File: src/tcr_pkg.sv
// Package: register map, reset values, ranges and timing for the transmit control and redundancy block
package tcr_pkg;
   localparam logic [7:0] A_IDENT = 8'h00;
   localparam logic [7:0] A_MONFREQ = 8'h04;
   localparam logic [7:0] A_LOOP = 8'h08;
   localparam logic [7:0] A_TRIM = 8'h0C;
   localparam logic [7:0] A_PMODE = 8'h10;
   localparam logic [7:0] A_BTHR = 8'h14;
   localparam logic [7:0] A_PWR = 8'h18;
   localparam logic [7:0] A_ATTEN = 8'h1C;
   localparam logic [7:0] A_DELAY = 8'h20;
   localparam logic [7:0] A_PUST = 8'h24;
   localparam logic [7:0] A_OUTEN = 8'h28;
   localparam logic [7:0] A_OTEN = 8'h2C;
   localparam logic [7:0] A_HOURS = 8'h30;
   localparam logic [7:0] A_RCFG = 8'h34;
   localparam logic [7:0] A_REVM = 8'h38;
   localparam logic [7:0] A_PORT = 8'h3C;
   localparam logic [7:0] A_WARM = 8'h40;
   localparam logic [7:0] A_STYPE = 8'h44;
   localparam logic [7:0] A_ONLINE = 8'h48;
   localparam logic [7:0] A_ERR = 8'h4C;
   localparam logic [1:0] LOOP_MAX = 2'h2;
   localparam logic signed [7:0] TRIM_MIN = -8'sd80;
   localparam logic signed [7:0] TRIM_MAX = 8'sd80;
   localparam logic [7:0] ATTEN_MAX = 8'hA0;
   localparam logic [8:0] DELAY_MAX = 9'h1F4;
   localparam logic signed [7:0] OT_LIMIT = 8'sd85;
   localparam logic signed [11:0] PWR_SPAN = 12'sd200;
   localparam logic signed [11:0] RATED_PWR_DEF = 12'sd400;
   localparam logic signed [11:0] BTHR_DEF = 12'sd200;
   localparam logic [15:0] MONFREQ_DEF = 16'h1800;
   localparam logic [15:0] IF_TO_RF_MHZ = 16'h1700;
   localparam int MONFREQ_IF_BIT = 31;
   localparam logic [1:0] ST_DISABLED = 2'h0;
   localparam logic [1:0] ST_ON = 2'h1;
   localparam logic [1:0] ST_MUTED = 2'h2;
   localparam longint SECOND_NS = 1000000000;
   localparam longint CLK_PERIOD_NS = 10;
   localparam int CYC_PER_SEC = int'(SECOND_NS / CLK_PERIOD_NS);
   localparam int SEC_PER_HOUR = 3600;
   typedef enum logic {TCR_BUS_IDLE, TCR_BUS_WAIT} tcr_bus_t;
endpackage : tcr_pkg

File: src/tcr_tick.sv
// Modulo counter that advances while en is high and emits a one-cycle tick enable
`timescale 1ns/1ps
`default_nettype none
module tcr_tick #(
   parameter int MOD = 100
) (
   input wire logic hclk,
   input wire logic hresetn,
   input wire logic en,
   output logic tick
);
   logic [31:0] cnt_r;

   always_ff @(posedge hclk or negedge hresetn) begin
      if (!hresetn) begin
         cnt_r <= 32'h0000_0000;
         tick <= 1'b0;
      end else begin
         tick <= 1'b0;
         if (en) begin
            if (cnt_r >= 32'(MOD - 1)) begin
               cnt_r <= 32'h0000_0000;
               tick <= 1'b1;
            end else begin
               cnt_r <= cnt_r + 32'h0000_0001;
            end
         end
      end
   end
endmodule : tcr_tick
`default_nettype wire

File: src/tcr_top.sv
// Transmit control and 1+1 redundancy registers behind an AHB-Lite slave
`timescale 1ns/1ps
`default_nettype none
module tcr_top import tcr_pkg::*; #(
   parameter int TICKS_PER_SEC = CYC_PER_SEC,
   parameter int SECS_PER_HOUR = SEC_PER_HOUR
) (
   input wire logic hclk,
   input wire logic hresetn,
   input wire logic hsel,
   input wire logic [31:0] haddr,
   input wire logic [1:0] htrans,
   input wire logic hwrite,
   input wire logic [2:0] hsize,
   input wire logic [31:0] hwdata,
   input wire logic hready,
   output logic hreadyout,
   output logic hresp,
   output logic [31:0] hrdata,
   input wire logic [4:0] band_code_pin,
   input wire logic spectral_inv_pin,
   input wire logic red_enabled_pin,
   input wire logic red_master_pin,
   input wire logic red_clone_pin,
   input wire logic a_fault_pin,
   input wire logic b_fault_pin,
   input wire logic tx_fault_pin,
   input wire logic [7:0] temperature_pin,
   input wire logic signed [11:0] power_sample,
   input wire logic power_sample_valid,
   output logic tx_enable,
   output logic tx_mute,
   output logic overtemp_alarm,
   output logic wg_switch_b,
   output logic [1:0] loop_mode,
   output logic signed [7:0] gain_trim,
   output logic gain_zero,
   output logic [7:0] attenuator,
   output logic [15:0] monitor_freq_rf
);
   localparam int SYN_W = 20;

   logic [SYN_W-1:0] syn1_r, syn2_r;
   logic [4:0] band_s;
   logic inv_s, red_en_s, master_s, clone_s, a_flt_s, b_flt_s, tx_flt_s;
   logic signed [7:0] temp_s;
   tcr_bus_t bus_st_r;
   logic [7:0] addr_r;
   logic wr_r, accept, do_wr, do_rd, wr_bad;
   logic [31:0] rd_val;
   logic pmode_r, pust_r, outen_r, oten_r, revm_r, port_r, warm_r, stype_r, online_r, nrv_hold_r, err_r;
   logic signed [11:0] bthr_r, pwr_r;
   logic [8:0] delay_r, secs_r;
   logic [31:0] hours_r;
   logic delay_done, delay_done_r, sec_tick, hour_tick, mute, transmitting, is_online;
   logic sw_cmd;

   // Pins pass two flops; only the second stage is read
   always_ff @(posedge hclk or negedge hresetn) begin
      if (!hresetn) begin
         syn1_r <= '0;
         syn2_r <= '0;
      end else begin
         syn1_r <= {temperature_pin, tx_fault_pin, b_fault_pin, a_fault_pin, red_clone_pin,
                    red_master_pin, red_enabled_pin, spectral_inv_pin, band_code_pin};
         syn2_r <= syn1_r;
      end
   end
   assign {temp_s, tx_flt_s, b_flt_s, a_flt_s, clone_s, master_s, red_en_s, inv_s, band_s} = syn2_r;

   // One wait state per transfer so read data always comes from a flop
   assign accept = hsel && htrans[1] && hready;
   assign do_wr = (bus_st_r == TCR_BUS_WAIT) && wr_r;
   assign do_rd = (bus_st_r == TCR_BUS_WAIT) && !wr_r;

   always_ff @(posedge hclk or negedge hresetn) begin
      if (!hresetn) begin
         bus_st_r <= TCR_BUS_IDLE;
         hreadyout <= 1'b1;
         addr_r <= 8'h00;
         wr_r <= 1'b0;
      end else begin
         unique case (bus_st_r)
            TCR_BUS_IDLE: begin
               if (accept) begin
                  bus_st_r <= TCR_BUS_WAIT;
                  hreadyout <= 1'b0;
                  addr_r <= {haddr[7:2], 2'b00};
                  wr_r <= hwrite;
               end
            end
            TCR_BUS_WAIT: begin
               bus_st_r <= TCR_BUS_IDLE;
               hreadyout <= 1'b1;
            end
         endcase
      end
   end

   always_ff @(posedge hclk or negedge hresetn) begin
      if (!hresetn) begin
         hresp <= 1'b0;
      end else begin
         hresp <= 1'b0;
      end
   end

   assign is_online = (online_r == port_r);

   // Range and access check of a write
   always_comb begin
      wr_bad = 1'b0;
      unique case (addr_r)
         A_IDENT, A_PWR, A_HOURS, A_RCFG: wr_bad = 1'b1;
         A_LOOP: wr_bad = (hwdata[31:2] != 30'h0) || (hwdata[1:0] > LOOP_MAX);
         A_TRIM: wr_bad = (signed'(hwdata) < 32'(TRIM_MIN)) || (signed'(hwdata) > 32'(TRIM_MAX));
         A_ATTEN: wr_bad = hwdata > 32'(ATTEN_MAX);
         A_DELAY: wr_bad = hwdata > 32'(DELAY_MAX);
         A_BTHR: wr_bad = (signed'(hwdata) > 32'(RATED_PWR_DEF)) ||
                          (signed'(hwdata) < 32'(RATED_PWR_DEF - PWR_SPAN));
         A_PMODE, A_PUST, A_OUTEN, A_OTEN, A_PORT, A_WARM, A_STYPE, A_ONLINE:
            wr_bad = hwdata[31:1] != 31'h0;
         A_REVM: wr_bad = (hwdata[31:1] != 31'h0) || !(is_online && master_s);
         A_MONFREQ: wr_bad = hwdata[30:16] != 15'h0;
         default: wr_bad = 1'b0;
      endcase
   end

   // Loop, trim, attenuator and monitor settings
   always_ff @(posedge hclk or negedge hresetn) begin
      if (!hresetn) begin
         loop_mode <= 2'h0;
         gain_trim <= 8'sh00;
         gain_zero <= 1'b0;
         attenuator <= 8'h00;
         monitor_freq_rf <= MONFREQ_DEF;
         pmode_r <= 1'b0;
         bthr_r <= BTHR_DEF;
      end else begin
         gain_zero <= 1'b0;
         if (do_wr && !wr_bad) begin
            unique case (addr_r)
               A_LOOP: loop_mode <= hwdata[1:0];
               A_TRIM: begin
                  gain_trim <= hwdata[7:0];
                  gain_zero <= (hwdata[7:0] == 8'h00);
               end
               A_ATTEN: attenuator <= hwdata[7:0];
               A_MONFREQ: monitor_freq_rf <= hwdata[MONFREQ_IF_BIT] ?
                                             hwdata[15:0] + IF_TO_RF_MHZ : hwdata[15:0];
               A_PMODE: pmode_r <= hwdata[0];
               A_BTHR: bthr_r <= hwdata[11:0];
               default: ;
            endcase
         end
      end
   end

   // Power reading: continuous follows every sample, burst keeps only valid bursts
   always_ff @(posedge hclk or negedge hresetn) begin
      if (!hresetn) begin
         pwr_r <= RATED_PWR_DEF - PWR_SPAN;
      end else if (power_sample_valid && (!pmode_r || power_sample >= bthr_r)) begin
         if (power_sample > RATED_PWR_DEF) begin
            pwr_r <= RATED_PWR_DEF;
         end else if (power_sample < RATED_PWR_DEF - PWR_SPAN) begin
            pwr_r <= RATED_PWR_DEF - PWR_SPAN;
         end else begin
            pwr_r <= power_sample;
         end
      end
   end

   // Output control settings
   always_ff @(posedge hclk or negedge hresetn) begin
      if (!hresetn) begin
         delay_r <= 9'h000;
         pust_r <= 1'b1;
         outen_r <= 1'b1;
         oten_r <= 1'b1;
      end else begin
         if (delay_done && !delay_done_r) begin
            outen_r <= pust_r;
         end else if (do_wr && !wr_bad && addr_r == A_OUTEN) begin
            outen_r <= hwdata[0];
         end
         if (do_wr && !wr_bad) begin
            unique case (addr_r)
               A_DELAY: delay_r <= hwdata[8:0];
               A_PUST: pust_r <= hwdata[0];
               A_OTEN: oten_r <= hwdata[0];
               default: ;
            endcase
         end
      end
   end

   tcr_tick #(.MOD(TICKS_PER_SEC)) u_sec (
      .hclk(hclk),
      .hresetn(hresetn),
      .en(1'b1),
      .tick(sec_tick)
   );

   // Hours advance only while transmitting; partial hours are kept across mute
   tcr_tick #(.MOD(SECS_PER_HOUR)) u_hour (
      .hclk(hclk),
      .hresetn(hresetn),
      .en(sec_tick && transmitting),
      .tick(hour_tick)
   );

   // Power-up delay; the counter saturates so it never wraps back into mute
   assign delay_done = secs_r >= delay_r;
   always_ff @(posedge hclk or negedge hresetn) begin
      if (!hresetn) begin
         secs_r <= 9'h000;
         delay_done_r <= 1'b0;
      end else begin
         delay_done_r <= delay_done;
         if (sec_tick && secs_r != DELAY_MAX) begin
            secs_r <= secs_r + 9'h001;
         end
      end
   end

   always_ff @(posedge hclk or negedge hresetn) begin
      if (!hresetn) begin
         overtemp_alarm <= 1'b0;
      end else begin
         overtemp_alarm <= oten_r && (temp_s >= OT_LIMIT);
      end
   end

   assign mute = !delay_done || overtemp_alarm || tx_flt_s ||
                 (warm_r && port_r && !online_r && red_en_s);
   assign transmitting = tx_enable;

   always_ff @(posedge hclk or negedge hresetn) begin
      if (!hresetn) begin
         tx_enable <= 1'b0;
         tx_mute <= 1'b1;
         hours_r <= 32'h0000_0000;
      end else begin
         tx_enable <= outen_r && !mute;
         tx_mute <= mute;
         if (hour_tick) begin
            hours_r <= hours_r + 32'h0000_0001;
         end
      end
   end

   // Redundancy settings and switch control
   assign sw_cmd = do_wr && !wr_bad && addr_r == A_ONLINE;
   always_ff @(posedge hclk or negedge hresetn) begin
      if (!hresetn) begin
         revm_r <= 1'b0;
         port_r <= 1'b0;
         warm_r <= 1'b0;
         stype_r <= 1'b1;
      end else if (do_wr && !wr_bad) begin
         unique case (addr_r)
            A_REVM: revm_r <= hwdata[0];
            A_PORT: port_r <= hwdata[0];
            A_WARM: warm_r <= hwdata[0];
            A_STYPE: stype_r <= hwdata[0];
            default: ;
         endcase
      end
   end

   always_ff @(posedge hclk or negedge hresetn) begin
      if (!hresetn) begin
         online_r <= 1'b0;
         nrv_hold_r <= 1'b0;
      end else if (sw_cmd) begin
         online_r <= hwdata[0];
         nrv_hold_r <= 1'b0;
      end else if (stype_r && red_en_s) begin
         if (!online_r && a_flt_s && !b_flt_s && !nrv_hold_r) begin
            online_r <= 1'b1;
            nrv_hold_r <= revm_r;
         end else if (online_r && b_flt_s && !a_flt_s && !revm_r) begin
            online_r <= 1'b0;
         end
      end
   end
   assign wg_switch_b = online_r;

   // Refused writes set a sticky flag; reading it clears, a new refusal wins
   always_ff @(posedge hclk or negedge hresetn) begin
      if (!hresetn) begin
         err_r <= 1'b0;
      end else if (do_wr && wr_bad) begin
         err_r <= 1'b1;
      end else if (do_rd && addr_r == A_ERR) begin
         err_r <= 1'b0;
      end
   end

   always_comb begin
      rd_val = 32'h0000_0000;
      unique case (addr_r)
         A_IDENT: rd_val = {26'h0, inv_s, band_s};
         A_MONFREQ: rd_val = {16'h0000, monitor_freq_rf};
         A_LOOP: rd_val = {30'h0, loop_mode};
         A_TRIM: rd_val = 32'(gain_trim);
         A_PMODE: rd_val = {31'h0, pmode_r};
         A_BTHR: rd_val = 32'(bthr_r);
         A_PWR: rd_val = 32'(pwr_r);
         A_ATTEN: rd_val = {24'h0, attenuator};
         A_DELAY: rd_val = {23'h0, delay_r};
         A_PUST: rd_val = {31'h0, pust_r};
         A_OUTEN: rd_val = {30'h0, !outen_r ? ST_DISABLED : (tx_mute ? ST_MUTED : ST_ON)};
         A_OTEN: rd_val = {30'h0, overtemp_alarm, oten_r};
         A_HOURS: rd_val = hours_r;
         A_RCFG: rd_val = {29'h0, clone_s, master_s, red_en_s};
         A_REVM: rd_val = {31'h0, revm_r};
         A_PORT: rd_val = {31'h0, port_r};
         A_WARM: rd_val = {31'h0, warm_r};
         A_STYPE: rd_val = {31'h0, stype_r};
         A_ONLINE: rd_val = {31'h0, online_r};
         A_ERR: rd_val = {31'h0, err_r};
         default: rd_val = 32'h0000_0000;
      endcase
   end

   always_ff @(posedge hclk or negedge hresetn) begin
      if (!hresetn) begin
         hrdata <= 32'h0000_0000;
      end else if (do_rd) begin
         hrdata <= rd_val;
      end
   end
endmodule : tcr_top
`default_nettype wire

File: config.mk
export PLATFORM = sky130hd
export DESIGN_NAME = tcr_top
export DESIGN_NICKNAME = d
export VERILOG_FILES = /design/src/tcr_pkg.sv /design/src/tcr_tick.sv /design/src/tcr_top.sv
export SDC_FILE = /design/constraint.sdc
export NUM_CORES = 1
export LEC_CHECK = 0
export CAP_MARGIN = 20
export CORE_MARGIN = 2
export CORE_UTILIZATION = 25
export DETAILED_ROUTE_END_ITERATION = 8
export DONT_BUFFER_PORTS = 1
export SETUP_SLACK_MARGIN = 0.4
export SKIP_LAST_GASP = 1
export SLEW_MARGIN = 15
export SYNTH_ARGS = -nofsm -noshare
export SYNTH_HDL_FRONTEND = slang
export SYNTH_SLANG_ARGS = --single-unit
File: constraint.sdc
create_clock -name hclk -period 3.1 [get_ports hclk]
set_input_delay 0.62 -clock hclk [delete_from_list [all_inputs] [get_ports hclk]]
set_output_delay 0.62 -clock hclk [all_outputs]
set_load 0.02 [all_outputs]
==> results.md <==
* Placed insts at 1854
* Num CTS Buffers at 34
* Async S/R FF share, synth at between 90% and 100%
* CTS tree: built
* CP Buf/Inv Count at 3
* Sw power at between 2 and 3 mW
* Diodes inserted at 0
* Post-synth EDFFs at 0
* Synth unique cells at between 70 and 80
* Hold Vio Cnt, Final at between 200 and 300
* Overflow after GRT at 0
* Register area share after synthesis at a little over half
* Setup-failing EPs final at 0
* ANT nets after route at 0
* Root Driver: clkbuf_16
* Most common cell after layout, fill and taps aside: dfrtp_1
* Post-Syn Instances at around 1200
* Startpoint types: flop
* Status: complete, but fails checks
* Final Non-Filler Cells at about 1900
* GPL Wtd Cong at just under 0.9
* Tightest Pin Transition at 0.912 ns
* FF-to-FF path depth at 9
* Power Density at 631 mW/mm2
* Crit-path cells: or4b_4 -> nor2_4 -> buf_6 -> o311a_4 -> nor3_4 -> buf_4 -> buf_4 -> nand4_1 -> mux2_2
* Violated checks: hold timing
* Syn Area/Cell at about 11 um2
* Clock Path Buffers at 3
* WL final at 35600 um
* XOR/XNOR share of the synthesized area at 5.63%
* Die area at 0.0522 mm2
* Min Hold Slack at -0.196 ns
* PortBufs at 0
* Post-Synth Adder-Cell Area at 3.06%
* Final period utilization at roughly 85%
* Slew Limit Headroom at around two fifths
* Fmax at ~0.38 GHz
* CP max-delay cell: or4b_4
* Clock Latency Late Sink at 0.54 ns
* Crit Path Max Fanout at 14
* Largest net degree at the start of global routing at between 200 and 300
* CP endpoint kind: flop
* Via count at about 9300
* Fillers at around 5200
* Crit Reg-Reg Startpoint: addr_r[7]
* Critical path's largest stage delay at roughly 0.57 ns
* Htree depth at 2
* Layout area overhead at 19.6%
* Simple-Gate Fraction of Synth Area at about 17%
* Max-slew violation total from the final report at 0
* Min-Delay Path Class: primary input to asynchronous set/reset pin
* Largest family of logic cells by synthesized area: simple AND/OR/NAND/NOR gates
* Worst-path clk slew at roughly 0.060 ns
* First-pass iteration count of the detailed router at 5
* Flop pwr share at 45.2%
* Min Tclk post-route at between 2 and 3 ns
* VDD IR max at about 0.38 mV
* GR Util All Layers at a little over an eighth
* Vias per Instance at just under 5
* Initial Utilization at between 20% and 30%
* Global-route wire length before repair at ~55000 um
* Routed len/inst at around 19 um
* Critical path arrival at just over 3 ns
* Seq. cell area at between 0.006 and 0.007 mm2
* Leakage at roughly 6.5 nW
* Multi-input logic area at about 0.0056 mm2
* Clock power frac at roughly 44%
* Most used cell, CP: buf_4
* Die width at between 200 and 250 um
* Layout Nets at 1361
* HPWL after DPL at 25500 um
* Synth Register Bits at between 200 and 300
* Initial antenna violation count at 3
* Crit Path Class: flop to flop
* Share of layout cells above drive strength 1 at between 10% and 20%
* Mapped cell area at roughly 0.013 mm2
* Post-synthesis compound-gate area fraction at under 10%
* Row cnt at 82
* Synth Warn # at 0
* Post-synthesis mux area share at around 7.2%
* Combinational power share at between 10% and 20%
* Fin Clk Skew at about 0.024 ns
* Sink Count at ~270
* Max-cap violation count at 0
* Most frequent cells in the layout: 255 x dfrtp_1, 137 x nor2_1, 86 x nand2_1, 61 x a21oi_1, 53 x inv_1
* R2R setup slack at 0.45 ns
* First DRT Iteration DRCs at approximately 850
* Setup tns final at 0 ns
* Core area at 0.0500 mm2
* Sw frac at between 20% and 30%
* Drt drc at 0
* RSZ-0062 raised after global routing: false
* Worst r2r dst: loop_mode[0]
* Req. time, crit path at roughly 3.5 ns
* Crit path max-delay family: simple AND/OR/NAND/NOR gates
* Die Y-Extent at 229 um
* Internal power at 6.92 mW
* Ys flop type: dfrtp_1
* I/O Pins at 180
* Number of global-route vias before repair at 9500
-- how the worst max path moves through the flow --
| stage | startpoint | endpoint | slack (ns) | cells after the start |
|---|---|---|---|---|
| floorplan | hwdata[1] | delay_r[0] | 0.06 | 8 |
| finish | addr_r[7] | loop_mode[0] | 0.45 | 9 |
| global route | addr_r[7] | loop_mode[1] | 0.40 | 9 |
| detailed placement | hwdata[1] | loop_mode[0] | 0.02 | 9 |
| global placement | hwdata[1] | loop_mode[1] | 0.07 | 9 |
| CTS | addr_r[5] | monitor_freq_rf[10] | 0.44 | 10 |
-- registers in the layout, indices dropped and copies added, names as in the netlist, 12 cells and up --
name / count
bthr_r: 12
hours_r: 32
hrdata: 32
monitor_freq_rf: 16
pwr_r: 12
syn1_r: 20
syn2_r: 20
u_hour.cnt_r: 32
u_sec.cnt_r: 32
-- power by group through the flow --
stage	Combinational [mW]	Sequential [mW]	Clock [mW]
floorplan	0.728	4.24	0
global placement	0.938	4.36	0
detailed placement	0.958	4.37	0
CTS	0.979	4.31	4.29
global route	1.16	4.34	4.45
finish	1.05	4.30	4.16
-- through the flow --
step / total power [mW] / utilization (%) / worst slack (ns) / hold slack [ns] / cell area (um2)
2_1_floorplan: 4.97 / - / 0.0587 / 0.324 / 12700
3_3_place_gp: 5.30 / 27.4 / 0.0680 / 0.330 / 13700
3_5_place_dp: 5.33 / 27.4 / 0.0193 / 0.331 / 13700
4_1_cts: 9.58 / 29.9 / 0.438 / -0.238 / 14900
5_1_grt: 9.95 / 30.2 / 0.398 / -0.232 / 15100
6_report: 9.51 / 30.2 / 0.453 / -0.196 / 15100
-- cell families (layout without fill, tap and decap cells) --
kind of cell,Yosys count,in the layout
adders and majority gates,31,31
AOI/OAI and AO/OA,186,186
muxes,82,82
DFF,271,271
and+or+nand+nor,428,428
other,1,6
xor gates and xnor gates,81,81
buffers and inverters,102,163
-- area by class of cell --
| class | instances | area share, % |
|---|---|---|
| Tap cell | 672 | 5.58 |
| Sequential cell | 271 | 45.1 |
| Clock inverter | 11 | 1.22 |
| Clock buffer | 49 | 6.63 |
| Timing Repair Buffer | 49 | 2.91 |
| Inverter | 54 | 1.34 |
| Multi-Input combinational cell | 814 | 37.2 |
-- cells in the mapped netlist, drive strengths merged (8+ instances only) --
library cell / instances / area (um2)
and3: 19 / 119
nor3: 21 / 116
a222oi: 9 / 90.1
a22oi: 11 / 82.6
buf: 12 / 63.8
o21ai: 28 / 140
inv: 53 / 199
nand4: 35 / 253
dfrtp: 257 / 6430
a31oi: 16 / 100
nor2: 141 / 529
mux2: 58 / 653
nand2: 86 / 323
nor4: 21 / 153
and2: 8 / 50.1
clkbuf: 36 / 135
nand2b: 12 / 75.1
mux2i: 23 / 230
xor2: 37 / 324
a221oi: 12 / 105
dfstp: 14 / 368
xnor2: 44 / 385
a21oi: 62 / 310
nor2b: 9 / 56.3
nand3: 43 / 215
ha: 30 / 375
-- routing by layer --
layer	vias to the layer above	wire [um]	track usage, %
met1	4657	14900	16.8
li1	4278	-	-
met3	79	2770	3.95
met2	276	16600	21.8
met5	-	13	0
met4	2	1180	5.37
-- timing repair --
item                                    in CTS  in global routing
gates resized for setup                     12                 19
endpoints found under the hold margin      266                257
setup buffers                                0                  5
endpoints found under the setup margin      60                 54
cloned                                       0                  1
pin swaps                                    1                  5
Note: power is estimated with default switching activity, not from simulation.
